$ cat config.mk
export PLATFORM = sky130hd
export DESIGN_NAME = frequency_synth_ctrl
export DESIGN_NICKNAME = d
export VERILOG_FILES = /design/src/fsynth_pkg.sv /design/src/source_sync.sv /design/src/frequency_synth_ctrl.sv
export SDC_FILE = /design/constraint.sdc
export NUM_CORES = 1
export LEC_CHECK = 0
export ABC_AREA = 1
export BUFFER_PORTS_ARGS = -buffer_cell sky130_fd_sc_hd__buf_2
export CORE_ASPECT_RATIO = 1.4
export CORE_MARGIN = 10
export CORE_UTILIZATION = 50
export CTS_BUF_LIST = sky130_fd_sc_hd__clkbuf_4 sky130_fd_sc_hd__clkbuf_8
export CTS_CLUSTER_DIAMETER = 150
export DETAILED_ROUTE_END_ITERATION = 8
export GPL_TIMING_DRIVEN = 0
export PLACE_DENSITY_LB_ADDON = 0.1
export SYNTH_ARGS = -nofsm -noshare
export SYNTH_HDL_FRONTEND = slang
export SYNTH_HIERARCHICAL = 1
export SYNTH_SLANG_ARGS = --single-unit
$ cat constraint.sdc
create_clock -name hclk -period 3.5 [get_ports hclk]
set_input_delay 0 -clock hclk [delete_from_list [all_inputs] [get_ports hclk]]
set_output_delay 0 -clock hclk [all_outputs]
set_load 0.03 [all_outputs]
$ cat src/fsynth_pkg.sv
// constants shared by the frequency synthesiser control block
// assumes a 32-bit ahb-lite bus with one register per aligned word
package fsynth_pkg;

   // phase sum is 24 bits wide, of which the low 20 take part in adding
   localparam int SUM_W   = 24;
   localparam int USED_W  = 20;
   localparam int STEP_W  = 20;
   localparam int WIDTH_W = 8;   // pulse length counter, up to 128 periods

   // number of selectable source clocks (codes 0 to 10)
   localparam int NUM_SOURCES = 11;
   localparam int SEL_W       = 4;

   // register indices; byte address is four times the index
   localparam logic [11:0] IDX_SUM_LOW   = 12'h058C;
   localparam logic [11:0] IDX_SUM_HIGH  = 12'h058D;
   localparam logic [11:0] IDX_SUM_UPPER = 12'h058E;
   localparam logic [11:0] IDX_STEP_LOW  = 12'h058F;
   localparam logic [11:0] IDX_STEP_HIGH = 12'h0590;
   localparam logic [11:0] IDX_STEP_UPPR = 12'h0591;
   localparam logic [11:0] IDX_CONTROL   = 12'h0592;
   localparam logic [11:0] IDX_CLK_CTRL  = 12'h0593;

   // oscillator_control bit positions
   localparam int CON_EN_BIT   = 7;
   localparam int CON_OUT_BIT  = 5;
   localparam int CON_INV_BIT  = 4;
   localparam int CON_MODE_BIT = 0;

   // source_clock_control field positions
   localparam int CLK_PWS_LSB = 5;
   localparam int CLK_CKS_LSB = 0;

   // values after reset
   localparam logic [7:0]  RESET_BYTE = 8'h00;
   localparam logic [19:0] RESET_STEP = 20'h0_0000;
   localparam logic [19:0] RESET_SUM  = 20'h0_0000;

   // ahb transfer type carrying a request
   localparam logic [1:0] TRANS_NONSEQ = 2'h2;

endpackage

$ cat src/source_sync.sv
// synchronises the candidate source clocks and flags edges of the chosen one
// assumes the source inputs are asynchronous to hclk and slower than hclk / 2
module source_sync
   import fsynth_pkg::*;
#(
   parameter int N = NUM_SOURCES
) (
   input  wire logic             hclk,
   input  wire logic             hresetn,
   input  wire logic [N-1:0]     src_in,
   input  wire logic [SEL_W-1:0] sel,
   output logic                  rise,
   output logic                  fall
);

   logic [N-1:0] stage1;   // first flop, read only by stage2
   logic [N-1:0] stage2;   // settled copies
   logic         chosen_q; // previous level of the chosen source
   logic         chosen;   // selected settled level

   // two flops per source clock
   genvar i;
   generate
      for (i = 0; i < N; i++) begin : g_sync
         always_ff @(posedge hclk or negedge hresetn) begin
            if (!hresetn) begin
               stage1[i] <= 1'b0;
               stage2[i] <= 1'b0;
            end else begin
               stage1[i] <= src_in[i];
               stage2[i] <= stage1[i];
            end
         end
      end
   endgenerate

   // reserved codes select a quiet source
   assign chosen = (sel < SEL_W'(N)) ? stage2[sel] : 1'b0;

   // history for edge detection
   always_ff @(posedge hclk or negedge hresetn) begin
      if (!hresetn) chosen_q <= 1'b0;
      else          chosen_q <= chosen;
   end

   assign rise = chosen & ~chosen_q;
   assign fall = ~chosen & chosen_q;

endmodule

$ cat src/frequency_synth_ctrl.sv
// numerically controlled oscillator with its byte registers on ahb-lite
// assumes one ahb-lite master, single word transfers, source clocks slow
// against hclk so that each source edge is seen after synchronisation
//
// Contract
// - 24-bit phase sum as three bytes
// - sum runs on source ticks, no atomicity
// - each tick adds 20-bit step to sum
// - step as three bytes, upper holds 19:16
// - working copy loads on falling edge after low write
// - bit 7 enables oscillator, resets clear
// - bit 5 reads present output, read-only
// - bit 4 inverts the output
// - bit 0 picks pulse or half-rate toggle
// - width field gives 2^n period pulses
// - bits 3:0 select source, high codes reserved
// - width ignored in fixed-duty mode
//
// The AHB-Lite slave port is this design's own decision.
module frequency_synth_ctrl
   import fsynth_pkg::*;
(
   input  wire logic                   hclk,
   input  wire logic                   hresetn,
   input  wire logic                   hsel,
   input  wire logic [31:0]            haddr,
   input  wire logic [1:0]             htrans,
   input  wire logic                   hwrite,
   input  wire logic [2:0]             hsize,
   input  wire logic [31:0]            hwdata,
   input  wire logic                   hready,
   output logic                        hreadyout,
   output logic [31:0]                 hrdata,
   output logic                        hresp,
   input  wire logic [NUM_SOURCES-1:0] src_clk,
   output logic                        freq_out
);

   // ---------------------------------------------------------------
   // bus side state
   // ---------------------------------------------------------------
   logic [11:0]        wr_index;      // index of the pending write
   logic               wr_pending;    // write data arrives this cycle
   logic [11:0]        rd_index;      // index of the pending read
   logic               rd_wait;       // read takes one wait state

   // ---------------------------------------------------------------
   // software visible registers
   // ---------------------------------------------------------------
   logic [3:0]         step_upper_byte;      // step bits 19:16
   logic [7:0]         step_high_byte;       // step bits 15:8
   logic [7:0]         step_low_byte;        // step bits 7:0
   logic [STEP_W-1:0]  step_working_copy;    // copy used by the adder
   logic               load_pending;         // low byte written, not loaded
   logic               enable;               // oscillator running
   logic               output_invert;        // invert final output
   logic               pulse_mode_select;    // pulse train when set
   logic [2:0]         pulse_width_select;   // pulse length exponent
   logic [SEL_W-1:0]   source_clock_select;  // source code

   // ---------------------------------------------------------------
   // oscillator core state
   // ---------------------------------------------------------------
   logic [USED_W-1:0]  phase_sum;     // working part of the sum
   logic               raw_out;       // output before inversion
   logic [WIDTH_W-1:0] width_cnt;     // periods left in a pulse

   // ---------------------------------------------------------------
   // decode wires
   // ---------------------------------------------------------------
   logic               req;           // valid transfer in address phase
   logic               wr_req;        // write request taken
   logic               rd_req;        // read request taken
   logic [11:0]        req_index;     // word index of the request
   logic               addr_in_page;  // upper address bits are zero
   logic               wr_data;       // write data cycle
   logic               wr_sum_l;      // write strobes per register
   logic               wr_sum_h;
   logic               wr_sum_u;
   logic               wr_step_l;
   logic               wr_step_h;
   logic               wr_step_u;
   logic               wr_con;
   logic               wr_clk;
   logic [7:0]         wbyte;         // low byte of write data
   logic [7:0]         con_view;      // control register as read
   logic [7:0]         clk_view;      // clock register as read
   logic [SUM_W-1:0]   sum_view;      // 24-bit view of the phase sum
   logic [7:0]         rd_byte;       // selected read byte

   // ---------------------------------------------------------------
   // oscillator wires
   // ---------------------------------------------------------------
   logic               tick;          // rising edge of chosen source
   logic               fall_edge;     // falling edge of chosen source
   logic               advance;       // tick while running
   logic [USED_W:0]    sum_plus;      // sum with carry
   logic               overflow;      // carry out of the 20-bit range
   logic [WIDTH_W-1:0] pulse_len;     // periods minus one
   logic               next_raw;      // raw output after this cycle
   logic [WIDTH_W-1:0] next_width;    // counter after this cycle

   // ---------------------------------------------------------------
   // source clock synchronisation
   // ---------------------------------------------------------------
   source_sync #(
      .N       (NUM_SOURCES)
   ) u_source_sync (
      .hclk    (hclk),
      .hresetn (hresetn),
      .src_in  (src_clk),
      .sel     (source_clock_select),
      .rise    (tick),
      .fall    (fall_edge)
   );

   // ---------------------------------------------------------------
   // address phase decode
   // ---------------------------------------------------------------
   assign req          = hsel & hready & (htrans == TRANS_NONSEQ);
   assign wr_req       = req & hwrite;
   assign rd_req       = req & ~hwrite;
   assign req_index    = haddr[13:2];
   assign addr_in_page = (haddr[31:14] == 18'h0_0000);

   // capture the address of a write for its data phase
   always_ff @(posedge hclk or negedge hresetn) begin
      if (!hresetn) begin
         wr_pending <= 1'b0;
         wr_index   <= 12'h000;
      end else begin
         wr_pending <= wr_req & addr_in_page;
         wr_index   <= req_index;
      end
   end

   // capture a read; the wait state lets a write just before settle
   always_ff @(posedge hclk or negedge hresetn) begin
      if (!hresetn) begin
         rd_wait  <= 1'b0;
         rd_index <= 12'h000;
      end else begin
         rd_wait  <= rd_req;
         rd_index <= addr_in_page ? req_index : 12'hFFF;
      end
   end

   // ready drops for the one wait cycle of a read
   assign hreadyout = ~rd_wait;
   // every transfer is answered okay
   assign hresp     = 1'b0;

   // ---------------------------------------------------------------
   // write strobes
   // ---------------------------------------------------------------
   assign wr_data   = wr_pending;
   assign wbyte     = hwdata[7:0];
   assign wr_sum_l  = wr_data & (wr_index == IDX_SUM_LOW);
   assign wr_sum_h  = wr_data & (wr_index == IDX_SUM_HIGH);
   assign wr_sum_u  = wr_data & (wr_index == IDX_SUM_UPPER);
   assign wr_step_l = wr_data & (wr_index == IDX_STEP_LOW);
   assign wr_step_h = wr_data & (wr_index == IDX_STEP_HIGH);
   assign wr_step_u = wr_data & (wr_index == IDX_STEP_UPPR);
   assign wr_con    = wr_data & (wr_index == IDX_CONTROL);
   assign wr_clk    = wr_data & (wr_index == IDX_CLK_CTRL);

   // ---------------------------------------------------------------
   // step bytes
   // ---------------------------------------------------------------
   // step byte registers
   always_ff @(posedge hclk or negedge hresetn) begin
      if (!hresetn) begin
         step_upper_byte <= RESET_STEP[19:16];
         step_high_byte  <= RESET_STEP[15:8];
         step_low_byte   <= RESET_STEP[7:0];
      end else begin
         if (wr_step_u) step_upper_byte <= wbyte[3:0];
         if (wr_step_h) step_high_byte  <= wbyte;
         if (wr_step_l) step_low_byte   <= wbyte;
      end
   end

   // buffered copy load
   // a low byte write arms the load; a new write wins over clearing it on a falling edge
   always_ff @(posedge hclk or negedge hresetn) begin
      if (!hresetn) begin
         load_pending <= 1'b0;
      end else if (wr_step_l) begin
         load_pending <= 1'b1;
      end else if (fall_edge) begin
         load_pending <= 1'b0;
      end
   end

   // copy taken on source falling edge
   always_ff @(posedge hclk or negedge hresetn) begin
      if (!hresetn) begin
         step_working_copy <= RESET_STEP;
      end else if (load_pending && fall_edge) begin
         step_working_copy <= {step_upper_byte, step_high_byte, step_low_byte};
      end
   end

   // ---------------------------------------------------------------
   // control and clock registers
   // ---------------------------------------------------------------
   // enable bit, inversion, mode
   // the output level bit is not written
   always_ff @(posedge hclk or negedge hresetn) begin
      if (!hresetn) begin
         enable            <= RESET_BYTE[CON_EN_BIT];
         output_invert     <= RESET_BYTE[CON_INV_BIT];
         pulse_mode_select <= RESET_BYTE[CON_MODE_BIT];
      end else if (wr_con) begin
         enable            <= wbyte[CON_EN_BIT];
         output_invert     <= wbyte[CON_INV_BIT];
         pulse_mode_select <= wbyte[CON_MODE_BIT];
      end
   end

   always_ff @(posedge hclk or negedge hresetn) begin
      if (!hresetn) begin
         pulse_width_select  <= RESET_BYTE[CLK_PWS_LSB +: 3];
         source_clock_select <= RESET_BYTE[CLK_CKS_LSB +: SEL_W];
      end else if (wr_clk) begin
         pulse_width_select  <= wbyte[CLK_PWS_LSB +: 3];
         source_clock_select <= wbyte[CLK_CKS_LSB +: SEL_W];
      end
   end

   // ---------------------------------------------------------------
   // phase accumulation
   // ---------------------------------------------------------------
   // no advance while disabled
   assign advance  = enable & tick;
   assign sum_plus = {1'b0, phase_sum} + {1'b0, step_working_copy};
   // carry out is the output event
   assign overflow = advance & sum_plus[USED_W];

   // sum follows source ticks, bytes read independently
   // a bus write wins; writing while running is left undefined
   always_ff @(posedge hclk or negedge hresetn) begin
      if (!hresetn) begin
         phase_sum <= RESET_SUM;
      end else if (wr_sum_u) begin
         phase_sum[19:16] <= wbyte[3:0];
      end else if (wr_sum_h) begin
         phase_sum[15:8] <= wbyte;
      end else if (wr_sum_l) begin
         phase_sum[7:0] <= wbyte;
      end else if (advance) begin
         phase_sum <= sum_plus[USED_W-1:0];
      end
   end

   // ---------------------------------------------------------------
   // output shaping
   // ---------------------------------------------------------------
   // pulse lasts 2^n ticks, so count 2^n - 1 more
   assign pulse_len = WIDTH_W'((9'h001 << pulse_width_select) - 9'h001);

   // next raw level and pulse counter
   always_comb begin
      next_raw   = raw_out;
      next_width = width_cnt;
      if (!enable) begin
         next_raw   = 1'b0;
         next_width = '0;
      end else if (!pulse_mode_select) begin
         next_width = '0;
         if (overflow) next_raw = ~raw_out;
      end else if (overflow) begin
         next_raw   = 1'b1;
         next_width = pulse_len;
      end else if (tick && raw_out) begin
         if (width_cnt == '0) begin
            next_raw = 1'b0;
         end else begin
            next_width = width_cnt - WIDTH_W'(1);
         end
      end
   end

   // raw level and counter
   always_ff @(posedge hclk or negedge hresetn) begin
      if (!hresetn) begin
         raw_out   <= 1'b0;
         width_cnt <= '0;
      end else begin
         raw_out   <= next_raw;
         width_cnt <= next_width;
      end
   end

   always_ff @(posedge hclk or negedge hresetn) begin
      if (!hresetn) freq_out <= 1'b0;
      else          freq_out <= next_raw ^ (wr_con ? wbyte[CON_INV_BIT] : output_invert);
   end

   // ---------------------------------------------------------------
   // read path
   // ---------------------------------------------------------------
   // output level shown read-only
   assign con_view = {enable, 1'b0, freq_out, output_invert, 3'h0, pulse_mode_select};
   assign clk_view = {pulse_width_select, 1'b0, source_clock_select};
   // upper nibble of the sum reads zero
   assign sum_view = {{(SUM_W - USED_W){1'b0}}, phase_sum};

   // read byte selection; unmapped words read zero
   assign rd_byte =
      (rd_index == IDX_SUM_LOW)   ? sum_view[7:0]   :
      (rd_index == IDX_SUM_HIGH)  ? sum_view[15:8]  :
      (rd_index == IDX_SUM_UPPER) ? sum_view[23:16] :
      (rd_index == IDX_STEP_LOW)  ? step_low_byte   :
      (rd_index == IDX_STEP_HIGH) ? step_high_byte  :
      (rd_index == IDX_STEP_UPPR) ? {4'h0, step_upper_byte} :
      (rd_index == IDX_CONTROL)   ? con_view :
      (rd_index == IDX_CLK_CTRL)  ? clk_view : 8'h00;

   // read data loaded during the wait state, held afterwards
   always_ff @(posedge hclk or negedge hresetn) begin
      if (!hresetn)     hrdata <= 32'h0000_0000;
      else if (rd_wait) hrdata <= {24'h00_0000, rd_byte};
   end

   // hsize is accepted but only whole words are expected
   logic unused_size;
   assign unused_size = ^hsize;

endmodule

# Word-level counts from Yosys, hierarchy flattened
# Cells that the tools add are included.
dict set report op_classes {
  add_sub_neg 3
  mux 32
  shifts 1
  eq_ne 22
  order_cmp 2
  n_reduce_logical 12
  bitwise 25
}
# operator n
set op_table {}
lappend op_table {{== test 12 x 11 -> 1 bit (second input constant)} 16}
lappend op_table {{two-way mux 8 bit} 15}
lappend op_table {{two-way mux 12 bit} 2}
lappend op_table {{adder 20 x 20 -> 21 bit} 1}
lappend op_table {{two-way mux 20 bit} 1}
lappend op_table {{zero test 18 bit} 1}
lappend op_table {{AND 1 bit} 17}
lappend op_table {{subtractor 8 x 1 -> 8 bit (second input constant)} 2}
lappend op_table {{two-way mux 1 bit} 11}
lappend op_table {{AND reduction 3 bit} 3}
lappend op_table {{zero test 8 bit} 1}
lappend op_table {{two-way mux 4 bit} 2}
lappend op_table {{nonzero test 2 bit} 4}
lappend op_table {{<< shifter 1 x 3 -> 8 bit (first input constant)} 1}
lappend op_table {{NOT 1 bit} 7}
lappend op_table {{!= test 2 x 1 -> 1 bit (second input constant)} 3}
lappend op_table {{< comparator 4 x 5 -> 1 bit (second input constant)} 1}
lappend op_table {{binary-select mux 1 bit (select 4 bit)} 1}
lappend op_table {{< comparator 4 bit (second input constant)} 1}
lappend op_table {{!= test 4 x 2 -> 1 bit (second input constant)} 1}
lappend op_table {{!= test 4 bit (second input constant)} 1}
lappend op_table {{== test 2 bit (second input constant)} 1}
lappend op_table {{logical AND 1 bit} 2}
lappend op_table {{AND reduction 2 bit} 1}
lappend op_table {{XOR 1 bit} 1}
dict set report totals {
  regBits 138
  output_inout_bits 35
  wordCells 141
}

# Logic depth before layout (Yosys ltp)
dict set report logic_depth {
  ltp_word 10
  ltp_mapped 21
  depth_no_buf 21
}

# Cells and area by module
# The synthesis kept the hierarchy.
# mod seq_area_each_um2 cells_per_inst area_per_inst_um2 instances
set by_module_without_submodules {}
lappend by_module_without_submodules {frequency_synth_ctrl 2877.8 827 6625.1 1}
lappend by_module_without_submodules {source_sync 575.6 61 769.5 1}

# Worst setup path before layout
# OpenSTA, ideal clock, no wires.
dict set report synth_path {
  kind {reg2reg}
  start {register step_working_copy[0]}
  end {register width_cnt[6]}
  synth_period_minus_slack_ns 2.522
  required_time_ns 3.383
  path_stages_with_launch 18
  setup_time_ns 0.117
  path_buffers 0
  arrival_ns 2.405
  slack_ns 0.978
  cell_sequence {dfrtp_1 -> ha_1 -> fa_1 -> nand3_1 -> nand2_1 -> nand3_2 -> nand3_4 -> nand2_4 -> clkinv_2 -> o21ai_2 -> inv_1 -> ha_1 -> nand2_1 -> nor2_2 -> nand2_1 -> nand2_1 -> nand3_1 -> nand2_1}
}
dict set report synth_between {
  elab_chain_len 5
  word_cells_on_any_way 8
}
# item line
set synth_rtl {}
lappend synth_rtl {{start, declared} frequency_synth_ctrl.sv:53} ;# logic [STEP_W-1:0] step_working_copy;
lappend synth_rtl {{start signal, assigned} frequency_synth_ctrl.sv:200} ;# step_working_copy <= {step_upper_byte, step_high_byte, step_low_byte};
lappend synth_rtl {{adder 20 x 20 -> 21 bit (*)} frequency_synth_ctrl.sv:236} ;# assign sum_plus = {1'b0, phase_sum} + {1'b0, step_working_copy};
lappend synth_rtl {{AND 1 bit (*)} frequency_synth_ctrl.sv:238} ;# assign overflow = advance & sum_plus[USED_W];
lappend synth_rtl {{two-way mux 8 bit} frequency_synth_ctrl.sv:272} ;# end else if (overflow) begin
lappend synth_rtl {{two-way mux 8 bit} frequency_synth_ctrl.sv:269} ;# end else if (!pulse_mode_select) begin
lappend synth_rtl {{two-way mux 8 bit} frequency_synth_ctrl.sv:266} ;# if (!enable) begin
lappend synth_rtl {{end signal, assigned} frequency_synth_ctrl.sv:291} ;# width_cnt <= next_width;
lappend synth_rtl {{end, declared} frequency_synth_ctrl.sv:66} ;# logic [WIDTH_W-1:0] width_cnt;
# Every way passes the cells marked *; elsewhere a longest branch is shown, timed or not.
# A chain may end at the register's enable or synchronous reset.

# Worst setup path after layout
# Same ends and word-level chain as after synthesis.

==> summary by stage <==
Timing
The final critical-path share of the clock period is 85.4%. The total setup violations reported at the end of the flow is 0. The number of endpoints with negative hold slack in the final report was 0.

Measured against its own limit, the worst slew margin works out to 46.2%. Across the routed clock network, the largest skew measured is 0.0118 ns. The minimum period implied by the final worst setup slack is 2.99 ns. The final setup TNS is 0 ns. The maximum clock frequency is 335 MHz. The hold slack is 0.0615 ns.

Setup repair after global routing left no endpoint under its margin. The final max-slew violation count came to 0. The actual slew at the worst max-slew pin is 0.801 ns.

Placed design
The placer congestion estimate is 0.939. Detailed placement ended at an HPWL of 15700 µm. The count of input and output buffers is 65.

Synthesis
The primary flip-flop cell chosen by synthesis mapping is dfrtp_1. Of all flip-flops after synthesis, the portion carrying an async set or reset was 100%. The mapped cell area is 0.00739 mm². Counting every instance in the synthesized netlist gives 888. Summed over its instances, the top area cell type makes up 46.7% of the synthesized netlist area.

The number of flops mapped to enable cells by yosys is 0. The register bit total from synthesis is 138. The biggest area contributor in the post-synthesis netlist is dfrtp_1. The register area share after synthesis is 46.7%. By area the synthesized netlist is led by dfrtp_1 47%, nand2_1 11%, inv_1 5.2%.

A synthesized cell averages 8.33 µm². The distinct cell type count of the synthesized netlist is 52. For this run, the number of Yosys warnings is 6.

Global route
The combined global-route utilization of all metal layers is 20.5%. The first global-routing pass estimated 32300 µm of wire. Global routing finished with a remaining overflow of 0. The initial antenna violation count is 0. Entering global routing, the biggest net connects 87 pins. The number of global-route vias before repair came to 6483.

Clock tree
The CTS clock-pin slew for the worst setup and hold paths is 0.08 ns. The cell sitting at the root of the clock tree is a clkbuf_8. The H-tree was split into 4 levels.

The insertion delay to the later sink of the worst-skew pair is 0.44 ns. The TritonCTS clock tree is built. The post-CTS setup buffer count is 0.

The clock sink total is 138. Clock tree synthesis inserted a total of 17 buffers. The clock tree buffer depth is 2.

Floorplan
The floorplan step set the die height to 164 µm. The core area is 0.0145 mm². In this run the core area contains 52 standard-cell rows. The effective utilization at floorplan is 51.0%. The die area is 0.0201 mm². In this run the horizontal extent of the chip is 123 µm. Pin placement for this block handled 120 I/O pins.

Hold path
The worst hold path begins at hwdata[2]. In this run the worst hold path is classified as input port to flop. The hold-critical path depth is 3. The worst-case hold path end point is source_clock_select[2]$_DFFE_PN0P_.

Detailed routing
The count of nets left with antenna violations once routing finished came out at 0. The final layout contains routed wiring with a total length of 20100 µm. The ratio of routed vias to standard cells is 5.20. The number of detailed-route iterations in the first pass is 5. The detailed-route via count is 6432. In the routed design, unresolved DRC markers number 0.

The starting DRC count in detailed routing is 442. The average detailed-routed wire length per instance is 16.3 µm.

Run status
The flow ran to the end, and the final reports show no timing, DRC or antenna violations.

Worst setup path
Of all nets on the critical path, the largest fanout is 9. The worst setup path is of the flop to flop kind. The source of the worst register-to-register timing path is step_working_copy[0]$_DFFE_PN0P_. The worst register-to-register path has a setup slack of 0.51 ns. The data required time of the critical path is 3.84 ns.

The worst register-to-register path ends at width_cnt[6]$_DFFE_PN0P_. The critical path endpoint category is a flop. At the worst endpoint, the arrival time is 3.33 ns. The number of cells on the worst reg-to-reg path is 17. The startpoint type of the worst setup path is a flop.

Power
Of the total power, combinational logic draws 5.8%. The worst IR drop on VDD is 0.287 mV. Per report_power, the sequential group accounts for 49.8% of the total.

Summed over all nets, the switching power comes to 0.749 mW. In this run, the clock network consumes 44.5% of the power. For this design the ratio of total power to cell area is 366 mW/mm². The proportion of total power due to net switching is 23.0%. The static leakage power is 4.69 nW. The internal power of the cells totals 2.51 mW.

Final layout
The area growth from synthesis to layout is 20.5%. In the final layout, the share of cells above drive strength 1 is 18.9%. The layout net count is 1142. The repair_antennas step left the layout with diodes totalling 0.

Counting the fill cells in the layout gives 1305. Leaving out fill and tap cells, the most frequent cells in the layout are 212 x nand2_1, 138 x dfrtp_1, 102 x inv_1, 65 x o21ai_0, 64 x buf_2. Leaving out fill and tap cells, the most frequent cell in the layout is nand2_1.

Flow run
The number of maximum-capacitance violations is 0.
[state kept, by name (all words and copies together) (netlist names), 3 cells and up]
| register | flops |
|---|---|
| step_upper_byte | 4 |
| u_source_sync/stage2 | 11 |
| u_source_sync/stage1 | 11 |
| step_low_byte | 8 |
| pulse_width_select | 3 |
| wr_index | 12 |
| source_clock_select | 4 |
| rd_index | 12 |
| hrdata | 8 |
| width_cnt | 8 |
| phase_sum | 20 |
| step_high_byte | 8 |
| step_working_copy | 20 |
[cell usage after synthesis, types with 3 or more instances]
cell type	number
nand2_1	212
dfrtp_1	138
inv_1	102
o21ai_0	65
nand3_1	56
nor2_1	44
a21oi_1	43
buf_4	26
ha_1	21
nor3_1	14
or2_2	14
mux2_2	13
nand2_2	13
nand4_1	11
clkbuf_1	10
o211ai_1	9
o22ai_1	9
nor2_4	7
nor4_1	7
xnor2_1	7
inv_2	6
o21ai_1	6
xor2_1	6
a21oi_2	4
a31oi_1	4
nand3b_1	4
nor2_2	4
nor4_2	3
[routing by layer]
layer  share of wire, %  track usage [%]  up-vias
met5                  0                0        -
met4                3.7             9.24        0
met3                5.1             3.88       45
met2                 50             35.1      202
met1                 41             24.3     3012
li1                   -                -     3173
[repair_timing]
item,in CTS,in global routing
endpoints found under the hold margin,191,0
gates resized for setup,0,0
hold buffers,38,0
[power groups by stage]
stage	clock, mW	sequential, mW	combinational, mW
after floorplan	0	1.65	0.0738
after global placement	0	1.65	0.150
after detailed placement	0	1.65	0.156
after CTS	1.48	1.62	0.187
after global routing	1.54	1.62	0.205
final	1.45	1.62	0.188
[per-stage QoR]
stage / setup slack (ns) / area, µm² / util, % / std cells / total power, mW
2_1_floorplan: 0.978 / 7480 / - / 912 / 1.73
3_3_place_gp: 0.543 / 8050 / 55.5 / 1166 / 1.80
3_5_place_dp: 0.506 / 8080 / 55.7 / 1167 / 1.81
4_1_cts: 0.501 / 8910 / 61.4 / 1236 / 3.29
5_1_grt: 0.275 / 8910 / 61.4 / 1236 / 3.37
6_report: 0.512 / 8910 / 61.4 / 1236 / 3.26
[area by class of cell]
type,instances,area (µm²),area share (%)
buffer,37,244,2.74
clock buffer,19,262,2.94
clock inverter,12,185,2.08
inverter,112,425,4.78
multi-input combinational,625,3360,37.7
sequential,138,3450,38.8
tap,189,236,2.65
timing repair buffer,104,739,8.30
[kinds of logic (layout without fill, tap and decap cells)]
logic type | count (synthesis) | after routing | synth area share (%)
AO/OA/AOI/OAI | 151 | 151 | 11.4
XOR/XNOR | 13 | 13 | 1.54
adder cells (fa/ha/maj) | 22 | 22 | 3.82
buffers and inverters | 149 | 284 | 9.05
flip-flops | 138 | 138 | 46.7
multiplexers | 13 | 13 | 1.98
other | 1 | 25 | 0.0507
AND/OR/NAND/NOR | 401 | 401 | 25.4
[worst max path at each step]
stage	from	end	slack, ns	cells after the start
final	step_working_copy[0]$_DFFE_PN0P_	width_cnt[6]$_DFFE_PN0P_	0.51	17
after global routing	phase_sum[0]$_DFFE_PN0P_	width_cnt[6]$_DFFE_PN0P_	0.28	17
after detailed placement	step_working_copy[0]$_DFFE_PN0P_	width_cnt[6]$_DFFE_PN0P_	0.51	17
after CTS	step_working_copy[0]$_DFFE_PN0P_	width_cnt[6]$_DFFE_PN0P_	0.50	17
after global placement	step_working_copy[0]$_DFFE_PN0P_	width_cnt[6]$_DFFE_PN0P_	0.54	17
after floorplan	step_working_copy[0]$_DFFE_PN0P_	width_cnt[6]$_DFFE_PN0P_	0.98	17
[critical path, cell delays in order, from the launching register on]
cell and delay [ns]:
dfrtp_1 0.39, ha_1 0.27, fa_1 0.48, nand3_1 0.11, nand2_1 0.16, nand3_2 0.14, nand3_4 0.16, nand2_4 0.17
clkinv_2 0.12, o21ai_2 0.24, inv_1 0.07, ha_1 0.21, nand2_1 0.11, nor2_2 0.06, nand2_1 0.05, nand2_1 0.04
nand3_1 0.06, nand2_1 0.05
Power figures use the tool's default switching activity.
